$ cat config.mk
export PLATFORM = sky130hd
export DESIGN_NAME = wavegen_steer
export DESIGN_NICKNAME = d
export VERILOG_FILES = /design/src/hdl/wavegen_pkg.sv /design/src/hdl/pin_sync.sv /design/src/hdl/wavegen_steer.sv
export SDC_FILE = /design/constraint.sdc
export NUM_CORES = 1
export LEC_CHECK = 0
export BUFFER_PORTS_ARGS = -buffer_cell sky130_fd_sc_hd__buf_2
export CAP_MARGIN = 20
export CORE_MARGIN = 1
export CORE_UTILIZATION = 40
export CTS_BUF_LIST = sky130_fd_sc_hd__clkbuf_4 sky130_fd_sc_hd__clkbuf_8
export DETAILED_ROUTE_END_ITERATION = 10
export HOLD_SLACK_MARGIN = 0.06
export PLACE_DENSITY_LB_ADDON = 0.08
export SLEW_MARGIN = 40
export SYNTH_ARGS = -nofsm -noshare
export SYNTH_HDL_FRONTEND = slang
export SYNTH_HIERARCHICAL = 1
export SYNTH_SLANG_ARGS = --single-unit
$ cat constraint.sdc
create_clock -name clk_i -period 3.1 [get_ports clk_i]
set_clock_uncertainty 0.15 [all_clocks]
set_input_delay 0.465 -clock clk_i [delete_from_list [all_inputs] [get_ports clk_i]]
set_output_delay 0.465 -clock clk_i [all_outputs]
set_load 0.005 [all_outputs]
$ cat src/hdl/wavegen_pkg.sv
package wavegen_pkg;

    // register offsets (byte addresses, one word each)
    localparam logic [3:0] shutdown_source_enable_off = 4'h0;
    localparam logic [3:0] output_steering_control_off = 4'h4;
    localparam logic [3:0] generator_clock_select_off = 4'h8;
    localparam logic [3:0] generator_input_select_off = 4'hC;

    // reset values
    localparam logic [7:0] shutdown_source_enable_rst = 8'h00;
    localparam logic [7:0] output_steering_control_rst = 8'h00;
    localparam logic [7:0] generator_clock_select_rst = 8'h00;
    localparam logic [7:0] generator_input_select_rst = 8'h00;

    // field positions
    localparam int shutdown_enable_width = 5;
    localparam int steer_enable_lsb = 0;
    localparam int override_value_lsb = 4;
    localparam int clock_select_bit = 0;
    localparam int restart_enable_bit = 3;
    localparam int shutdown_status_bit = 7;

    // generator modes
    localparam logic [2:0] mode_steering = 3'h0;
    localparam logic [2:0] mode_sync_steering = 3'h1;

    // fast oscillator rate
    localparam int fast_internal_oscillator_mhz = 16;

    // input select codes
    typedef enum logic [3:0] {
        sel_dedicated_input = 4'h0,
        sel_capture_compare1 = 4'h1,
        sel_capture_compare2 = 4'h2,
        sel_pwm3 = 4'h3,
        sel_pwm4 = 4'h4,
        sel_pwm5 = 4'h5,
        sel_pwm6 = 4'h6,
        sel_numeric_oscillator = 4'h7,
        sel_comparator1 = 4'h8,
        sel_comparator2 = 4'h9,
        sel_logic_cell1 = 4'hA,
        sel_logic_cell2 = 4'hB,
        sel_logic_cell3 = 4'hC,
        sel_logic_cell4 = 4'hD
    } input_source_select_type;

    // peripheral signals that feed the block
    typedef struct packed {
        logic generator_dedicated_input;
        logic [1:0] capture_compare;
        logic [3:0] pwm;
        logic numeric_oscillator;
        logic [1:0] comparator;
        logic [3:0] logic_cell;
        logic period_timer_postscaled;
        logic generator_pin_route;
    } source_bus_type;

endpackage : wavegen_pkg

$ cat src/hdl/pin_sync.sv
`timescale 1ns/1ns
`default_nettype none
// three-stage synchroniser; output changes once stages two and three agree
module pin_sync #(
    parameter int width = 1
) (
    input wire logic clk_i,
    input wire logic rst_i,
    input wire logic [width-1:0] async_i,
    output logic [width-1:0] sync_o
);
    logic [width-1:0] s1_q;
    logic [width-1:0] s2_q;
    logic [width-1:0] s3_q;

    // a zero-wide chain has nothing to carry
    if (width < 1) begin : g_width_check
        $error("pin_sync needs a width of at least one");
    end

    // capture chain
    always_ff @(posedge clk_i) begin
        if (rst_i) begin
            s1_q <= '0;
            s2_q <= '0;
            s3_q <= '0;
        end else begin
            s1_q <= async_i;
            s2_q <= s1_q;
            s3_q <= s2_q;
        end
    end

    // accept bits whose last two stages agree
    always_ff @(posedge clk_i) begin
        if (rst_i) begin
            sync_o <= '0;
        end else begin
            for (int i = 0; i < width; i++) begin
                if (s2_q[i] == s3_q[i]) begin
                    sync_o[i] <= s3_q[i];
                end
            end
        end
    end
endmodule : pin_sync
`default_nettype wire

$ cat src/hdl/wavegen_steer.sv
`timescale 1ns/1ns
`default_nettype none
// How it works
// - pin shutdown enable gates routed input pin
// - timer enable gates postscaled timer shutdown
// - comparator one enable gates its shutdown
// - comparator two enable gates its shutdown
// - logic cell two enable gates shutdown
// - upper three enable bits read zero
// - steered output carries data with polarity
// - unsteered output carries its override bit while hold_override_q is low
// - steering register acts only in 00x
// - synchronous mode buffers steering enables
// - clock select picks fast oscillator or system
// - codes one to seven pick timers' outputs
// - codes eight to thirteen comparators, cells
// - reserved codes none; zero dedicated input
// - mode 000 steering, 001 synchronous steering
// - auto restart clears status, waits rising edge
module wavegen_steer (
    input wire logic clk_i,
    input wire logic rst_i,
    input wire logic wb_cyc_i,
    input wire logic wb_stb_i,
    input wire logic wb_we_i,
    input wire logic [3:0] wb_adr_i,
    input wire logic [3:0] wb_sel_i,
    input wire logic [31:0] wb_dat_i,
    output logic [31:0] wb_dat_o,
    output logic wb_ack_o,
    input wire wavegen_pkg::source_bus_type src_i,
    input wire logic [2:0] mode_i,
    input wire logic [3:0] output_polarity_i,
    input wire logic restart_enable_i,
    input wire logic shutdown_clear_i,
    output logic [3:0] out_o,
    output logic shutdown_o,
    output logic fast_clock_select_o,
    output logic generator_data_waveform_o
);
    logic [7:0] shutdown_source_enable_q;
    logic [7:0] output_steering_control_q;
    logic [7:0] generator_clock_select_q;
    logic [7:0] generator_input_select_q;
    logic [3:0] active_steer_q;
    logic data_prev_q;
    logic shutdown_q;
    logic hold_override_q;
    wavegen_pkg::source_bus_type src_s;
    logic data_d;
    logic shutdown_src_d;
    logic steer_mode;
    logic data_rise;
    logic bus_req;
    logic wr_low;
    logic [7:0] rd_d;

    // pins and peripheral levels enter through the three-stage chain
    pin_sync #(.width($bits(wavegen_pkg::source_bus_type))) u_sync (
        .clk_i(clk_i),
        .rst_i(rst_i),
        .async_i(src_i),
        .sync_o(src_s)
    );

    // data source multiplexer
    function automatic logic pick_source(input logic [3:0] code,
                                         input wavegen_pkg::source_bus_type s);
        logic r;
        r = 1'b0;
        case (code)
            wavegen_pkg::sel_dedicated_input: r = s.generator_dedicated_input;
            wavegen_pkg::sel_capture_compare1: r = s.capture_compare[0];
            wavegen_pkg::sel_capture_compare2: r = s.capture_compare[1];
            wavegen_pkg::sel_pwm3: r = s.pwm[0];
            wavegen_pkg::sel_pwm4: r = s.pwm[1];
            wavegen_pkg::sel_pwm5: r = s.pwm[2];
            wavegen_pkg::sel_pwm6: r = s.pwm[3];
            wavegen_pkg::sel_numeric_oscillator: r = s.numeric_oscillator;
            wavegen_pkg::sel_comparator1: r = s.comparator[0];
            wavegen_pkg::sel_comparator2: r = s.comparator[1];
            wavegen_pkg::sel_logic_cell1: r = s.logic_cell[0];
            wavegen_pkg::sel_logic_cell2: r = s.logic_cell[1];
            wavegen_pkg::sel_logic_cell3: r = s.logic_cell[2];
            wavegen_pkg::sel_logic_cell4: r = s.logic_cell[3];
            default: r = 1'b0;
        endcase
        return r;
    endfunction : pick_source

    // source selection and enabled shutdown sources
    always_comb begin
        data_d = pick_source(generator_input_select_q[3:0], src_s);
        shutdown_src_d = (shutdown_source_enable_q[0] & src_s.generator_pin_route)
            | (shutdown_source_enable_q[1] & src_s.period_timer_postscaled)
            | (shutdown_source_enable_q[2] & src_s.comparator[0])
            | (shutdown_source_enable_q[3] & src_s.comparator[1])
            | (shutdown_source_enable_q[4] & src_s.logic_cell[1]);
    end

    assign data_rise = data_d & ~data_prev_q;
    assign steer_mode = (mode_i == wavegen_pkg::mode_steering)
        || (mode_i == wavegen_pkg::mode_sync_steering);
    assign bus_req = wb_cyc_i & wb_stb_i & ~wb_ack_o;
    assign wr_low = wb_cyc_i & wb_stb_i & wb_ack_o & wb_we_i & wb_sel_i[0];

    // register writes land at the acknowledge edge, low byte lane only
    always_ff @(posedge clk_i) begin
        if (rst_i) begin
            shutdown_source_enable_q <= wavegen_pkg::shutdown_source_enable_rst;
            output_steering_control_q <= wavegen_pkg::output_steering_control_rst;
            generator_clock_select_q <= wavegen_pkg::generator_clock_select_rst;
            generator_input_select_q <= wavegen_pkg::generator_input_select_rst;
        end else if (wr_low) begin
            case (wb_adr_i)
                wavegen_pkg::shutdown_source_enable_off:
                    shutdown_source_enable_q <= {3'h0, wb_dat_i[4:0]};
                wavegen_pkg::output_steering_control_off:
                    output_steering_control_q <= wb_dat_i[7:0];
                wavegen_pkg::generator_clock_select_off:
                    generator_clock_select_q <= {7'h00, wb_dat_i[0]};
                wavegen_pkg::generator_input_select_off:
                    generator_input_select_q <= {4'h0, wb_dat_i[3:0]};
                default: ;
            endcase
        end
    end

    // read mux
    always_comb begin
        case (wb_adr_i)
            wavegen_pkg::shutdown_source_enable_off: rd_d = shutdown_source_enable_q;
            wavegen_pkg::output_steering_control_off: rd_d = output_steering_control_q;
            wavegen_pkg::generator_clock_select_off: rd_d = generator_clock_select_q;
            wavegen_pkg::generator_input_select_off: rd_d = generator_input_select_q;
            default: rd_d = 8'h00;
        endcase
    end

    // single-wait-state ack, read data registered
    always_ff @(posedge clk_i) begin
        if (rst_i) begin
            wb_ack_o <= 1'b0;
            wb_dat_o <= 32'h0000_0000;
        end else begin
            wb_ack_o <= bus_req;
            wb_dat_o <= bus_req ? {24'h00_0000, rd_d} : 32'h0000_0000;
        end
    end

    // active steering enables: immediate in 000, buffered in 001
    always_ff @(posedge clk_i) begin
        if (rst_i) begin
            active_steer_q <= 4'h0;
        end else if (mode_i != wavegen_pkg::mode_sync_steering) begin
            active_steer_q <= output_steering_control_q[3:0];
        end else if (data_rise) begin
            active_steer_q <= output_steering_control_q[3:0];
        end
    end

    // shutdown status; a new source wins over clear
    always_ff @(posedge clk_i) begin
        if (rst_i) begin
            shutdown_q <= 1'b0;
            hold_override_q <= 1'b0;
            data_prev_q <= 1'b0;
        end else begin
            data_prev_q <= data_d;
            if (shutdown_src_d) begin
                shutdown_q <= 1'b1;
                hold_override_q <= 1'b1;
            end else if (shutdown_q && (restart_enable_i || shutdown_clear_i)) begin
                shutdown_q <= 1'b0;
            end else if (!shutdown_q && hold_override_q && data_rise) begin
                hold_override_q <= 1'b0;
            end
        end
    end

    // output steering and status outputs
    always_ff @(posedge clk_i) begin
        if (rst_i) begin
            out_o <= 4'h0;
            shutdown_o <= 1'b0;
            fast_clock_select_o <= 1'b0;
            generator_data_waveform_o <= 1'b0;
        end else begin
            shutdown_o <= shutdown_q;
            fast_clock_select_o <= generator_clock_select_q[0];
            generator_data_waveform_o <= data_d;
            for (int i = 0; i < 4; i++) begin
                if (hold_override_q || !steer_mode) begin
                    out_o[i] <= data_d ^ output_polarity_i[i];
                end else if (active_steer_q[i]) begin
                    out_o[i] <= data_d ^ output_polarity_i[i];
                end else begin
                    out_o[i] <= output_steering_control_q[4+i];
                end
            end
        end
    end

    // checks
    property p_unsteered_override;
        @(posedge clk_i) disable iff (rst_i)
        (steer_mode && !hold_override_q && !active_steer_q[0]
            && $stable(mode_i)) |=> out_o[0] == $past(output_steering_control_q[4]);
    endproperty
    a_unsteered_override: assert property (p_unsteered_override) else $error("override");
    property p_steered;
        @(posedge clk_i) disable iff (rst_i)
        (steer_mode && !hold_override_q && active_steer_q[1])
            |=> out_o[1] == ($past(data_d) ^ $past(output_polarity_i[1]));
    endproperty
    a_steered: assert property (p_steered) else $error("steered");
    property p_sync_hold;
        @(posedge clk_i) disable iff (rst_i)
        (mode_i == wavegen_pkg::mode_sync_steering && !data_rise) |=> $stable(active_steer_q);
    endproperty
    a_sync_hold: assert property (p_sync_hold) else $error("sync hold");
    property p_sync_load;
        @(posedge clk_i) disable iff (rst_i)
        (mode_i == wavegen_pkg::mode_sync_steering && data_rise)
            |=> active_steer_q == $past(output_steering_control_q[3:0]);
    endproperty
    a_sync_load: assert property (p_sync_load) else $error("sync load");
    property p_upper_zero;
        @(posedge clk_i) disable iff (rst_i) shutdown_source_enable_q[7:5] == 3'h0;
    endproperty
    a_upper_zero: assert property (p_upper_zero) else $error("upper bits");
    property p_pin_shutdown;
        @(posedge clk_i) disable iff (rst_i)
        (shutdown_source_enable_q[0] && src_s.generator_pin_route) |=> shutdown_q;
    endproperty
    a_pin_shutdown: assert property (p_pin_shutdown) else $error("pin shutdown");
    property p_cmp1_shutdown;
        @(posedge clk_i) disable iff (rst_i)
        (shutdown_source_enable_q[2] && src_s.comparator[0]) |=> ##1 shutdown_o;
    endproperty
    a_cmp1_shutdown: assert property (p_cmp1_shutdown) else $error("cmp shutdown");
    property p_no_source;
        @(posedge clk_i) disable iff (rst_i)
        (!shutdown_src_d && !shutdown_q) |=> !shutdown_q;
    endproperty
    a_no_source: assert property (p_no_source) else $error("spurious");
    property p_restart;
        @(posedge clk_i) disable iff (rst_i)
        (shutdown_q && restart_enable_i && !shutdown_src_d) |=> !shutdown_q;
    endproperty
    a_restart: assert property (p_restart) else $error("restart");
    property p_clock_sel;
        @(posedge clk_i) disable iff (rst_i)
        1'b1 |=> fast_clock_select_o == $past(generator_clock_select_q[0]);
    endproperty
    a_clock_sel: assert property (p_clock_sel) else $error("clock select");
    property p_timer_shutdown;
        @(posedge clk_i) disable iff (rst_i)
        (shutdown_source_enable_q[1] && src_s.period_timer_postscaled) |=> shutdown_q;
    endproperty
    a_timer_shutdown: assert property (p_timer_shutdown) else $error("timer shutdown");
    property p_cmp2_shutdown;
        @(posedge clk_i) disable iff (rst_i)
        (shutdown_source_enable_q[3] && src_s.comparator[1]) |=> shutdown_q;
    endproperty
    a_cmp2_shutdown: assert property (p_cmp2_shutdown) else $error("cmp2 shutdown");
    property p_cell_shutdown;
        @(posedge clk_i) disable iff (rst_i)
        (shutdown_source_enable_q[4] && src_s.logic_cell[1]) |=> shutdown_q;
    endproperty
    a_cell_shutdown: assert property (p_cell_shutdown) else $error("cell shutdown");
    property p_masked_sources;
        @(posedge clk_i) disable iff (rst_i)
        (shutdown_source_enable_q[4:0] == 5'h00 && !shutdown_q) |=> !shutdown_q;
    endproperty
    a_masked_sources: assert property (p_masked_sources) else $error("masked");
    property p_plain_steer_load;
        @(posedge clk_i) disable iff (rst_i)
        (mode_i == wavegen_pkg::mode_steering) |=> active_steer_q == $past(output_steering_control_q[3:0]);
    endproperty
    a_plain_steer_load: assert property (p_plain_steer_load) else $error("plain load");
    property p_reserved_code;
        @(posedge clk_i) disable iff (rst_i)
        (generator_input_select_q[3:1] == 3'h7) |=> !generator_data_waveform_o;
    endproperty
    a_reserved_code: assert property (p_reserved_code) else $error("reserved code");
    property p_hold_release;
        @(posedge clk_i) disable iff (rst_i)
        (!shutdown_q && hold_override_q && data_rise && !shutdown_src_d) |=> !hold_override_q;
    endproperty
    a_hold_release: assert property (p_hold_release) else $error("hold release");
    property p_other_mode;
        @(posedge clk_i) disable iff (rst_i)
        !steer_mode |=> out_o == ($past({4{data_d}}) ^ $past(output_polarity_i));
    endproperty
    a_other_mode: assert property (p_other_mode) else $error("other mode");
    c_shutdown: cover property (@(posedge clk_i) disable iff (rst_i) $rose(shutdown_q));
    c_sync_load: cover property (@(posedge clk_i) disable iff (rst_i)
        mode_i == wavegen_pkg::mode_sync_steering && data_rise);
    c_ack: cover property (@(posedge clk_i) disable iff (rst_i) wb_ack_o);
    c_restart: cover property (@(posedge clk_i) disable iff (rst_i) $fell(shutdown_q));
    c_hold_release: cover property (@(posedge clk_i) disable iff (rst_i) $fell(hold_override_q));
endmodule : wavegen_steer
`default_nettype wire

==> metrics.txt <==
cts repair resizes 0; largest net degree at the start of global routing 100; R2R Setup Slk 940 ps; Final Critical Period 2160 ps; flops & latches, synth 104; LEAKAGE 1.73 nW; worst-path fanout max 7; Slew Viols, Final 0; nets 492; R2R Path Start generator_input_select_q[2]$_SDFFE_PP0P_; io pins 110; Metal-1 WL 2990 um; most frequent cell after synthesis dfxtp_1; row cnt 35; CP required 3240 ps; post-place setup slack 905 ps; first-pass GRT wire length 10,500 um; synth cell count leaders dfxtp_1 (104), nor2b_2 (44), nor2_1 (27); CTS buffer count 9; # port buffers 58; root buffer cell clkbuf_8; CTS Buffer Depth 2; syn avg cell area 10.8 um^2; unrepaired setup endpoints after global routing false; post-CTS setup buffer count 0; initial antenna violation count 0; largest area contributor in the netlist dfxtp_1; Die ar. 0.0103 mm^2; Setup crit end active_steer_q[2]$_SDFFE_PP0P_; status completed; fin crit share 0.698; CTS sink cnt 104; CP Cell Sequence mux2_2, a31oi_1, a32oi_4, a21oi_2, mux2i_1; Max H-tree Level 3; vias in the first global route 2,244; CTS clk-pin slew, worst paths 100 ps; normalized max-slew margin 0.637; final setup margin 935 ps; worst-path cell with the longest stage delay dfxtp_1; final setup TNS 0 ps; Synth Instances 366; gr usage total 0.133; worst slew pin tran 544 ps; Worst setup SP type register; # diodes 0; die width 101 um; DR vias/cell 4.39; peak supply drop 0.000295 V; TritonCTS clock tree yes; Detail Route Antenna Nets 0; vias 2,442; drt drc 0; post-DR wirelength/cell 11.3 um; Hold WC Path Type in2reg; worst skew pair latency 360 ps; placed insts 540; CP max stage delay 500 ps; final non-filler cell area 0.00444 mm^2; number of synthesis warnings 6; Crit. End Element register; Worst R2R Path Depth 5; drt pass-1 iters 4; Max Freq 0.462 GHz; reg-to-reg endpoint active_steer_q[2]$_SDFFE_PP0P_; Die H 101 um; DP HPWL 4220 um; WL final 6300 um; Setup CP Type reg2reg; Cell Area, Synth 0.00394 mm^2; Core Area 0.00942 mm^2; Met3 Wirelength 339 um; final hold vios 0; Post-Layout Cell Count 556; max_cap viols 0; Layout area overhead 12.6%; placed cell areas 0.00423 mm^2; met2 WL 2830 um; CP arrival 2310 ps; Yosys top cell area share 0.528; Post-synth top flop dfxtp_1; sequential area share after synthesis 0.528; layout cells sized above 1 0.347; ranking of synthesized cells by area dfxtp_1 (53%), nor2b_2 (9.8%), mux2i_1 (4.6%); cts-stage hold buffer count 0; fillcell total 938; number of synthesized flops with an enable pin 0; Distinct cells, synth 34; highest metal layer with signal wires met4; Starting DRT DRC Count 60; Cell Pwr Density 532 mW/mm^2; Setup-failing EPs final 0; fin util 0.471; starting density of the core 0.419; crit path from generator_input_select_q[2]$_SDFFE_PP0P_; gp weighted congestion 0.701; Synth async-reset ratio 0; GRT overflow 0
[worst min-delay path by stage]
stage | cells after the start | end | from
4_1_cts | 2 | u_sync/s1_q[4]$_SDFF_PP0_ | src_i[4]
2_1_floorplan | 1 | u_sync/s2_q[14]$_SDFF_PP0_ | u_sync/s1_q[14]$_SDFF_PP0_
5_1_grt | 2 | u_sync/s1_q[4]$_SDFF_PP0_ | src_i[4]
6_report | 2 | u_sync/s1_q[0]$_SDFF_PP0_ | src_i[0]
3_5_place_dp | 1 | u_sync/s2_q[2]$_SDFF_PP0_ | u_sync/s1_q[2]$_SDFF_PP0_
3_3_place_gp | 1 | u_sync/s2_q[9]$_SDFF_PP0_ | u_sync/s1_q[9]$_SDFF_PP0_
[flip-flops by register name (all words and copies together), names as in the netlist]
register and flops:
fast_clock_select_o 1, generator_input_select_q 4, hold_override_q 1, generator_data_waveform_o 1
u_sync/s1_q 16, shutdown_o 1, shutdown_source_enable_q 5, active_steer_q 4
u_sync/s3_q 16, out_o 4, wb_ack_o 1, wb_dat_o 8
generator_clock_select_q 1, u_sync/sync_o 16, shutdown_q 1, output_steering_control_q 8
u_sync/s2_q 16
[logic make-up after synthesis]
kind of cell | share of synthesized area
buffers and inverters | 0.0755
other | 0.000951
xor gates and xnor gates | 0.00888
AOI/OAI and AO/OA | 0.0958
DFF | 0.528
and+or+nand+nor | 0.211
muxes | 0.0799
[area by class of cell]
class,instances,area [um^2],area share
sequential,104,2080,0.469
clock buffer,10,138,0.0310
inverter,3,11.3,0.00254
tap,129,161,0.0364
multi-input combinational,244,1650,0.372
timing repair buffer,60,320,0.0722
clock inverter,6,76.3,0.0172
[critical path: cells and delay by family (launching register included)]
family | cells | cell delay, ps
multiplexers | 2 | 600
AO/OA/AOI/OAI | 3 | 830
flip-flops | 1 | 500
[routing by layer]
metal / global-route usage / vias up
li1: - / 1283
met1: 0.163 / 1078
met2: 0.216 / 70
met3: 0.0455 / 11
met4: 0.0513 / 0
met5: 0 / -
[through the flow]
step                hold WS, ps  power (mW)
floorplan                   264        1.51
global placement            270        1.52
detailed placement          271        1.53
CTS                         138        2.40
global route                124        2.48
finish                      155        2.36
[cells in the final DEF (no fill, tap or decap), drive strengths merged, types with 14 or more instances in the layout]
master    n
dfxtp   104
o21ai    16
nand2b   14
nor2     27
a21oi    23
conb     24
mux2i    18
nand2    26
nor2b    51
buf      60
[report_power, final]
part	total [mW]	internal, mW	switching (mW)
Clock	0.871	0.408	0.463
Combinational	0.119	0.0554	0.0631
Sequential	1.37	1.36	0.00941
No activity file was read; power rests on OpenSTA's default activity.
